**config.mk**
```make
export PLATFORM = sky130hd
export DESIGN_NAME = sif_stepper_ctrl
export DESIGN_NICKNAME = d
export VERILOG_FILES = /design/src/sif_pkg.sv /design/src/sif_stepper_ctrl.sv
export SDC_FILE = /design/constraint.sdc
export NUM_CORES = 1
export LEC_CHECK = 0
export BUFFER_PORTS_ARGS = -buffer_cell sky130_fd_sc_hd__clkbuf_2
export CAP_MARGIN = 20
export CELL_PAD_IN_SITES_DETAIL_PLACEMENT = 1
export CELL_PAD_IN_SITES_GLOBAL_PLACEMENT = 1
export CORE_ASPECT_RATIO = 1.75
export CORE_MARGIN = 2
export CORE_UTILIZATION = 45
export CTS_BUF_LIST = sky130_fd_sc_hd__clkbuf_16
export CTS_CLUSTER_SIZE = 30
export DETAILED_ROUTE_END_ITERATION = 6
export GPL_ROUTABILITY_DRIVEN = 0
export GPL_TIMING_DRIVEN = 0
export PLACE_DENSITY = 0.84
export SLEW_MARGIN = 20
export SYNTH_ARGS = -nofsm -noshare
export SYNTH_HDL_FRONTEND = slang
export SYNTH_SLANG_ARGS = --single-unit
```
**constraint.sdc**
```tcl
create_clock -name hclk -period 3.8 [get_ports hclk]
set_clock_uncertainty 0.15 [all_clocks]
set_input_delay 0.57 -clock hclk [delete_from_list [all_inputs] [get_ports hclk]]
set_output_delay 0.57 -clock hclk [all_outputs]
set_load 0.005 [all_outputs]
```
**src/sif_pkg.sv**
```systemverilog
// Purpose: constants and types of the stepper indexer and fault control
// Assumes: hclk at 25 MHz
// Notes:   register offsets are byte addresses on the ahb-lite slave
package sif_pkg;
    // ==================================================
    // timing
    localparam int unsigned CLK_MHZ     = 25;
    localparam int unsigned OC_TIME_US  = 800;
    localparam int unsigned OC_CYCLES   = OC_TIME_US * CLK_MHZ;
    localparam int unsigned OC_CNT_W    = 15;
    // ==================================================
    // register map
    localparam logic [7:0]  ADDR_DECAY  = 8'h00;
    localparam logic [7:0]  ADDR_OFF    = 8'h04;
    localparam logic [7:0]  ADDR_BLANK  = 8'h08;
    localparam logic [7:0]  ADDR_FAST   = 8'h0c;
    localparam logic [7:0]  ADDR_STATUS = 8'h10;
    localparam logic [15:0] OFF_RST     = 16'h00c7;
    localparam logic [15:0] BLANK_RST   = 16'h0018;
    localparam logic [15:0] FAST_RST    = 16'h0031;
    // ==================================================
    // indexer
    localparam logic [4:0] HOME_IDX   = 5'h04;
    localparam logic [4:0] FULL_STEP  = 5'h08;
    localparam logic [4:0] QTR_IDX    = 5'h08;
    localparam logic [4:0] HALF_IDX   = 5'h10;
    localparam logic [4:0] THREEQ_IDX = 5'h18;
    localparam logic [3:0] QTR_PTS    = 4'h8;
    localparam logic [6:0] SINE_TAB [0:8] = '{
        7'h00, 7'h14, 7'h26, 7'h38, 7'h47, 7'h53, 7'h5c, 7'h62, 7'h64};
    // ==================================================
    // bridge drive modes
    localparam logic [1:0] BR_OFF   = 2'h0;
    localparam logic [1:0] BR_DRIVE = 2'h1;
    localparam logic [1:0] BR_SLOW  = 2'h2;
    localparam logic [1:0] BR_FAST  = 2'h3;
    typedef enum logic [1:0] {
        DEC_SLOW  = 2'h0,
        DEC_FAST  = 2'h1,
        DEC_MIXED = 2'h2
    } sif_decay_type;
    typedef enum logic [1:0] {
        CH_BLANK = 2'b00,
        CH_RUN   = 2'b01,
        CH_FAST  = 2'b11,
        CH_SLOW  = 2'b10
    } sif_chop_type;
endpackage

```
**src/sif_stepper_ctrl.sv**
```systemverilog
// Purpose: step indexer, fixed off-time chopper and fault shutdown
// Assumes: pins synchronous to hclk; fault detectors external
// Notes:   ahb-lite slave with zero wait states
//
// What this block does
// - overcurrent turns that bridge fully off for about 800 us
// - enable high-then-low or power cycling ends overcurrent shutdown early
// - overcurrent detection covers current in both directions
// - overcurrent input is separate from the chopping trip comparator
// - an overcurrent event also returns the phase index home
// - overtemperature disables drivers, homes index, resumes when it clears
// - either supply below lockout disables everything and homes index
// - restart only when both supplies are above lockout again
// - clear input low holds index home and bridges off
// - clear input low ignores step pulses
// - enable low drives bridges, high turns them off
// - with bridges disabled, index still follows step and direction
// - sleep low disables bridges, charge pump and internal activity
// - during sleep step, direction, clear and overcurrent inputs are ignored; lockout and overtemperature still home index
// - slow, fast and mixed decay with fixed off-time chopping
// - drive until trip, decay for fixed period, then drive again
// - blanking after drive start ignores the trip comparator
// - step rising edge moves index forward if direction high, else back
// - home is 45 degrees; home flag low only there
// - two-bit resolution selects full, half, quarter or eighth step
// - fast or mixed decay only while target current falls
`timescale 1ns/1ps
module sif_stepper_ctrl
    import sif_pkg::*;
#(
    parameter int unsigned OC_HOLD_CYCLES = OC_CYCLES
) (
    input  wire logic        hclk,
    input  wire logic        hresetn,
    input  wire logic        hsel,
    input  wire logic [31:0] haddr,
    input  wire logic [1:0]  htrans,
    input  wire logic        hwrite,
    input  wire logic [2:0]  hsize,
    input  wire logic [31:0] hwdata,
    input  wire logic        hready,
    output logic             hreadyout,
    output logic      [31:0] hrdata,
    output logic             hresp,
    input  wire logic        step_in,
    input  wire logic        dir_in,
    input  wire logic        indexer_clear_low,
    input  wire logic        bridge_output_on_low,
    input  wire logic        low_power_request_low,
    input  wire logic        resolution_select_hi,
    input  wire logic        resolution_select_lo,
    input  wire logic        trip_a,
    input  wire logic        trip_b,
    input  wire logic        overcurrent_det_a,
    input  wire logic        overcurrent_det_b,
    input  wire logic        overtemp_det,
    input  wire logic        motor_supply_ok,
    input  wire logic        logic_supply_ok,
    output logic             home_position_flag_low,
    output logic       [6:0] target_mag_a,
    output logic             target_neg_a,
    output logic       [6:0] target_mag_b,
    output logic             target_neg_b,
    output logic       [1:0] bridge_mode_a,
    output logic       [1:0] bridge_mode_b,
    output logic             charge_pump_on,
    output logic             overcurrent_shutdown_a,
    output logic             overcurrent_shutdown_b,
    output logic             overtemperature_shutdown,
    output logic             low_supply_lockout
);
    localparam logic [OC_CNT_W-1:0] OC_LAST =
        OC_CNT_W'(OC_HOLD_CYCLES - 1);

    // ==================================================
    // ahb-lite register slave
    logic [7:0]    wr_addr_q;
    logic          wr_pend_q;
    logic [31:0]   hrdata_q;
    logic [31:0]   rd_mux;
    sif_decay_type decay_q;
    logic [15:0]   off_len_q;
    logic [15:0]   blank_len_q;
    logic [15:0]   fast_len_q;
    logic [4:0]    idx_q;
    logic [1:0]    oc_q;
    logic          hot_q;
    logic          lock_q;
    logic          home_q;
    logic          addr_ok;

    assign addr_ok   = hsel && htrans[1] && hready;
    assign hreadyout = 1'b1;
    assign hresp     = 1'b0;
    assign hrdata    = hrdata_q;

    always_comb begin
        rd_mux = 32'h0;
        if (haddr[7:0] == ADDR_DECAY) begin
            rd_mux = {30'h0, decay_q};
        end else if (haddr[7:0] == ADDR_OFF) begin
            rd_mux = {16'h0, off_len_q};
        end else if (haddr[7:0] == ADDR_BLANK) begin
            rd_mux = {16'h0, blank_len_q};
        end else if (haddr[7:0] == ADDR_FAST) begin
            rd_mux = {16'h0, fast_len_q};
        end else if (haddr[7:0] == ADDR_STATUS) begin
            rd_mux = {22'h0, lock_q, hot_q, oc_q, home_q, idx_q};
        end
    end

    always_ff @(posedge hclk or negedge hresetn) begin
        if (!hresetn) begin
            wr_pend_q <= 1'b0;
            wr_addr_q <= 8'h0;
            hrdata_q  <= 32'h0;
        end else begin
            wr_pend_q <= addr_ok && hwrite;
            if (addr_ok) begin
                wr_addr_q <= haddr[7:0];
            end
            if (addr_ok && !hwrite) begin
                hrdata_q <= rd_mux;
            end
        end
    end

    // unknown decay codes fall back to slow decay
    always_ff @(posedge hclk or negedge hresetn) begin
        if (!hresetn) begin
            decay_q     <= DEC_SLOW;
            off_len_q   <= OFF_RST;
            blank_len_q <= BLANK_RST;
            fast_len_q  <= FAST_RST;
        end else if (wr_pend_q) begin
            if (wr_addr_q == ADDR_DECAY) begin
                decay_q <= (hwdata[1:0] == DEC_FAST) ? DEC_FAST :
                           (hwdata[1:0] == DEC_MIXED) ? DEC_MIXED :
                           DEC_SLOW;
            end else if (wr_addr_q == ADDR_OFF) begin
                off_len_q <= hwdata[15:0];
            end else if (wr_addr_q == ADDR_BLANK) begin
                blank_len_q <= hwdata[15:0];
            end else if (wr_addr_q == ADDR_FAST) begin
                fast_len_q <= hwdata[15:0];
            end
        end
    end

    // ==================================================
    // supply, thermal and sleep state
    logic awake;
    logic lock_now;
    logic step_q;
    logic step_rise;
    logic home_force;
    logic [4:0] stride;
    logic [1:0] oc_det;
    logic [1:0] trip;

    assign awake     = low_power_request_low;
    assign lock_now  = !motor_supply_ok || !logic_supply_ok;
    assign step_rise = step_in && !step_q;
    assign oc_det    = {overcurrent_det_b, overcurrent_det_a};
    assign trip      = {trip_b, trip_a};
    assign stride    = FULL_STEP >>
        {resolution_select_hi, resolution_select_lo};
    assign home_force = lock_now || overtemp_det ||
        (awake && (!indexer_clear_low || (|oc_det)));

    always_ff @(posedge hclk or negedge hresetn) begin
        if (!hresetn) begin
            hot_q   <= 1'b0;
            lock_q  <= 1'b0;
            step_q  <= 1'b0;
            charge_pump_on <= 1'b0;
        end else begin
            hot_q  <= overtemp_det;
            lock_q <= lock_now;
            step_q <= step_in;
            charge_pump_on <= awake && !lock_now;
        end
    end

    // ==================================================
    // indexer
    // sleep freezes the index, so steps during sleep are lost
    always_ff @(posedge hclk or negedge hresetn) begin
        if (!hresetn) begin
            idx_q  <= HOME_IDX;
            home_q <= 1'b1;
        end else begin
            if (home_force) begin
                idx_q <= HOME_IDX;
            end else if (awake && step_rise) begin
                idx_q <= dir_in ? idx_q + stride
                                : idx_q - stride;
            end
            home_q <= home_force ||
                ((awake && step_rise) ? 1'b0 : (idx_q == HOME_IDX));
        end
    end
    // home flag lags a step onto home by one cycle; a step away from home shows at once
    assign home_position_flag_low = !(home_q && (idx_q == HOME_IDX));

    function automatic logic [6:0] mag_of(input logic [4:0] i,
                                          input logic sine);
        logic [3:0] q;
        logic [3:0] p;
        q = {1'b0, i[2:0]};
        p = (i[3] ^ sine) ? q : QTR_PTS - q;
        return SINE_TAB[p];
    endfunction

    // ==================================================
    // overcurrent shutdown and chopper, one per bridge
    logic [1:0]  en_seen_q;
    logic [1:0]  falling_q;
    logic [1:0]  bridge_ok;
    logic [6:0]  mag_q   [2];
    logic [6:0]  mag_d   [2];
    logic [1:0]  neg_q;
    logic [1:0]  neg_d;
    logic [1:0]  mode_q  [2];
    logic [15:0] cnt_q   [2];
    logic [OC_CNT_W-1:0] oc_cnt_q [2];
    sif_chop_type chop_q [2];

    assign mag_d[0] = mag_of(idx_q, 1'b0);
    assign mag_d[1] = mag_of(idx_q, 1'b1);
    assign neg_d[0] = (idx_q > QTR_IDX) && (idx_q < THREEQ_IDX);
    assign neg_d[1] = idx_q > HALF_IDX;

    for (genvar b = 0; b < 2; b++) begin : g_br
        assign bridge_ok[b] = awake && !bridge_output_on_low &&
            indexer_clear_low && !oc_q[b] && !oc_det[b] &&
            !overtemp_det && !lock_now;

        always_ff @(posedge hclk or negedge hresetn) begin
            if (!hresetn) begin
                oc_q[b]      <= 1'b0;
                oc_cnt_q[b]  <= '0;
                en_seen_q[b] <= 1'b0;
            end else if (lock_now) begin
                oc_q[b] <= 1'b0;
            end else if (awake && oc_det[b]) begin
                oc_q[b]      <= 1'b1;
                oc_cnt_q[b]  <= '0;
                en_seen_q[b] <= 1'b0;
            end else if (awake && oc_q[b]) begin
                if (oc_cnt_q[b] == OC_LAST ||
                    (en_seen_q[b] && !bridge_output_on_low)) begin
                    oc_q[b] <= 1'b0;
                end
                oc_cnt_q[b] <= oc_cnt_q[b] + 1'b1;
                if (bridge_output_on_low) begin
                    en_seen_q[b] <= 1'b1;
                end
            end
        end

        // current target and whether it is falling
        always_ff @(posedge hclk or negedge hresetn) begin
            if (!hresetn) begin
                mag_q[b]     <= '0;
                neg_q[b]     <= 1'b0;
                falling_q[b] <= 1'b0;
            end else begin
                mag_q[b] <= mag_d[b];
                neg_q[b] <= neg_d[b];
                if (mag_d[b] != mag_q[b]) begin
                    falling_q[b] <= mag_d[b] < mag_q[b];
                end
            end
        end

        // trip is only looked at in run, so blanking masks it
        always_ff @(posedge hclk or negedge hresetn) begin
            if (!hresetn) begin
                chop_q[b] <= CH_BLANK;
                cnt_q[b]  <= '0;
                mode_q[b] <= BR_OFF;
            end else if (!bridge_ok[b]) begin
                chop_q[b] <= CH_BLANK;
                cnt_q[b]  <= '0;
                mode_q[b] <= BR_OFF;
            end else begin
                case (chop_q[b])
                    CH_BLANK: begin
                        mode_q[b] <= BR_DRIVE;
                        cnt_q[b]  <= cnt_q[b] + 1'b1;
                        if (cnt_q[b] == blank_len_q) begin
                            chop_q[b] <= CH_RUN;
                            cnt_q[b]  <= '0;
                        end
                    end
                    CH_RUN: begin
                        mode_q[b] <= BR_DRIVE;
                        cnt_q[b]  <= '0;
                        if (trip[b]) begin
                            if (decay_q == DEC_SLOW || !falling_q[b]) begin
                                chop_q[b] <= CH_SLOW;
                                mode_q[b] <= BR_SLOW;
                            end else begin
                                chop_q[b] <= CH_FAST;
                                mode_q[b] <= BR_FAST;
                            end
                        end
                    end
                    CH_FAST: begin
                        cnt_q[b] <= cnt_q[b] + 1'b1;
                        if (cnt_q[b] == off_len_q) begin
                            chop_q[b] <= CH_BLANK;
                            mode_q[b] <= BR_DRIVE;
                            cnt_q[b]  <= '0;
                        end else if (decay_q == DEC_MIXED &&
                                     cnt_q[b] == fast_len_q) begin
                            chop_q[b] <= CH_SLOW;
                            mode_q[b] <= BR_SLOW;
                        end
                    end
                    default: begin
                        cnt_q[b] <= cnt_q[b] + 1'b1;
                        if (cnt_q[b] == off_len_q) begin
                            chop_q[b] <= CH_BLANK;
                            mode_q[b] <= BR_DRIVE;
                            cnt_q[b]  <= '0;
                        end
                    end
                endcase
            end
        end

    end

    assign target_mag_a  = mag_q[0];
    assign target_mag_b  = mag_q[1];
    assign target_neg_a  = neg_q[0];
    assign target_neg_b  = neg_q[1];
    assign bridge_mode_a = mode_q[0];
    assign bridge_mode_b = mode_q[1];
    assign overcurrent_shutdown_a   = oc_q[0];
    assign overcurrent_shutdown_b   = oc_q[1];
    assign overtemperature_shutdown = hot_q;
    assign low_supply_lockout       = lock_q;
endmodule

```
==> metrics.cfg <==
[clocking]
cts_setup_buffers=0
cts_tree=done
htreeDepth=4
cts_buffer_depth=2
cts_made_buffers=17
clkSinkCount=177
cts_hold_buf=0
cts_root_buf=clkbuf_16
worst_skew_pair.late_latency_ns=0.46
path_clk_slew_ns=0.06

[global_route]
grtUsageTotal_pct=26.0
grt_pass1_vias=9019
grt_pass1_wl_mm=48.1
antenna_found_initial=0
grt_max_degree=95
grt_overflow_total=0

[place]
dp.final_hpwl_mm=22.6
io_buffer_count=84
dpl_cell_area_um2=11100

[worst_setup_path]
worst_setup_path_start_kind=flop
path_class=reg -> reg
crit_fanout=8
endpoint_kind=flop
arrival_ns=3.71
cp.required_ns=4.01

[sta]
finalHoldViolations=5
post-route-min-period_ns=3.50
min_period_over_period_pct=92.2
finalSetupTns_ns=0
worstMarginPinSlew_ns=0.814
setup_viol=0
relSlewSlack_pct=45.2
drv_slew=0
grt_setup_unrepaired=false
hold_ws_ns=-0.0143
fmax_ghz=0.286

[detailed_routing]
antenna_left=0
firstDrtPassIters=4
num_vias=8178
wl_mm=29.9
route.detailed.drc=0
post_drt_wl_per_cell_um=20.4
avgViaCountPerCell=5.58
drt_iter0_drc=367

[die]
die_y_um=203
core_area_um2=22500
num_rows=73
io_pins=148
initial_core_util_pct=45.5
die_w_um=118
dieArea_um2=24000

[pwr]
leakage_nw=5.34
power_density_nw_per_um2=366
peakVddDrop_mv=0.322

[synth]
synth_async_sr_flop_share_pct=100
synth-xor-area-share_pct=12.6
synth_largest_area_cell=dfrtp_1
synth_area_um2=10200
yosys.area_share.simple_pct=17.6
synth_enable_flop_cells=0
synth_top_area_share_pct=40.4
synth_cell_type_count=69
post_synth_inst_count=1032
synth_top_family_by_area=simple AND/OR/NAND/NOR gates
synth-compound-area-share_pct=8.94
yosys-mux-area-fraction_pct=7.86
synthTopCellsByArea=dfrtp_1 40%, xnor2_1 8.3%, mux2_2 7.3%
syn_area_per_cell_um2=9.90
synthAdderAreaFrac_pct=3.87
synth_seq_cells=177
ys.flop_type=dfrtp_1
ys_warn_count=0
seq_area_frac_synth_pct=43.5

[hold_path]
min_path_type=in -> async

[run]
maxCapViolations=0

[status]
run_status=finished with violations
failed_checks=hold timing

[cells_and_area]
area_growth_syn_to_layout_pct=14.7
stdcell_area_um2=11700
nets=1271
layout_common_cells=165 x dfrtp_1, 96 x nor2_1, 95 x xnor2_1
drive_gt1_share_pct=23.3
n_antenna_cell=0
final_common_cell=dfrtp_1

## stage by stage
step / instances / utilization, % / power [mW] / setup WS, ns
after floorplan: 1048 / - / 2.33 / 0.665
after global placement: 1432 / 49.3 / 2.51 / -1.29
after detailed placement: 1433 / 49.4 / 2.54 / -0.115
after CTS: 1465 / 52.0 / 4.31 / 0.0474
after global routing: 1465 / 52.1 / 4.44 / 0.0408
final: 1465 / 52.1 / 4.28 / 0.298
## final cells by class
class	count	area, µm²
buffer	77	430
fill	2637	10800
multi-input combinational	758	5300
tap	300	375
sequential	177	4440
clock buffer	17	425
timing repair buffer	85	457
clock inverter	15	151
inverter	36	135
## power breakdown
group / leakage (nW) / internal [mW] / total (mW) / switching, mW
sequential: 2.28 / 1.97 / 2.09 / 0.113
clock: 0.285 / 1.02 / 1.78 / 0.763
combinational: 2.78 / 0.184 / 0.421 / 0.237
total: 5.34 / 3.17 / 4.28 / 1.11
## registers in the layout, indices dropped and copies added, names as in the netlist, 2 cells and up
signal         count
blank_len_q       16
bridge_mode_a      2
bridge_mode_b      2
chop_q             4
cnt_q             32
decay_q            2
en_seen_q          2
falling_q          2
fast_len_q        16
hrdata            16
idx_q              5
oc_cnt_q          30
off_len_q         16
target_mag_a       7
target_mag_b       7
wr_addr_q          8
## cells in the mapped netlist (all sizes together), types with 2 or more instances
cell	count
a211o	2
xor2	50
clkbuf	22
a211oi	3
a21o	6
a22o	7
o21a	2
nor4	11
nor3b	2
and2	6
mux2	66
nand3b	6
nand2b	8
or2	2
o21ai	51
dfrtp	165
conb	2
a21boi	2
nor3	17
xnor2	97
o31ai	10
a41o	2
o211ai	2
and3	23
nand2	68
nor2	108
nand3	25
dfstp	12
o2111a	2
mux2i	6
ha	30
or3	10
nand4	39
a311oi	2
inv	36
nor2b	11
buf	55
a21oi	48
## final timing paths
check / startpoint / to / slack [ns] / cells past startpoint
setup reg to reg: idx_q[0]$_DFFE_PN0P_ / falling_q[1]$_DFFE_PN0N_ / 0.30 / 14
hold reg to reg: hrdata[5]$_DFFE_PN0P_ / hrdata[5]$_DFFE_PN0P_ / 0.34 / 2
hold / removal: hresetn / cnt_q[23]$_DFF_PN0_ / -0.01 / 1
min in group hclk: step_in / step_q$_DFF_PN0_ / 0.09 / 1
setup / recovery: idx_q[0]$_DFFE_PN0P_ / falling_q[1]$_DFFE_PN0N_ / 0.30 / 14
max in group asynchronous: hresetn / fast_len_q[4]$_DFFE_PN1P_ / 2.50 / 2
## layer usage
metal  part of all wire [%]  global-route usage [%]  wire length (µm)  up-vias
li1                       -                       -                 -     3739
met1                     35                    25.9             10400     4101
met2                     54                    48.0             16100      236
met4                    6.4                    17.4              1920        0
met3                    4.7                    5.54              1390      102
met5                      0                       0                 0        -
## kinds of logic after synthesis
group	after synthesis
and+or+nand+nor	341
DFF	177
AOI/OAI and AO/OA	149
xor gates and xnor gates	147
buffers and inverters	113
muxes	72
adders and majority gates	31
other	2
## critical path, cell delays in order (launching register included)
cell,delay [ns]
dfrtp_1,0.44
clkbuf_2,0.26
inv_1,0.16
ha_1,0.35
mux2i_1,0.28
inv_1,0.14
ha_1,0.24
nor2_1,0.17
a211oi_2,0.08
ha_1,0.32
a21o_1,0.17
a21o_1,0.17
a211oi_1,0.25
o21ai_0,0.14
o221ai_1,0.08
## timing repair
action                     CTS  global route
gates resized for setup      1             5
hold endpoints to repair     0             0
setup endpoints to repair    1             2
No activity file was read; power rests on OpenSTA's default activity.
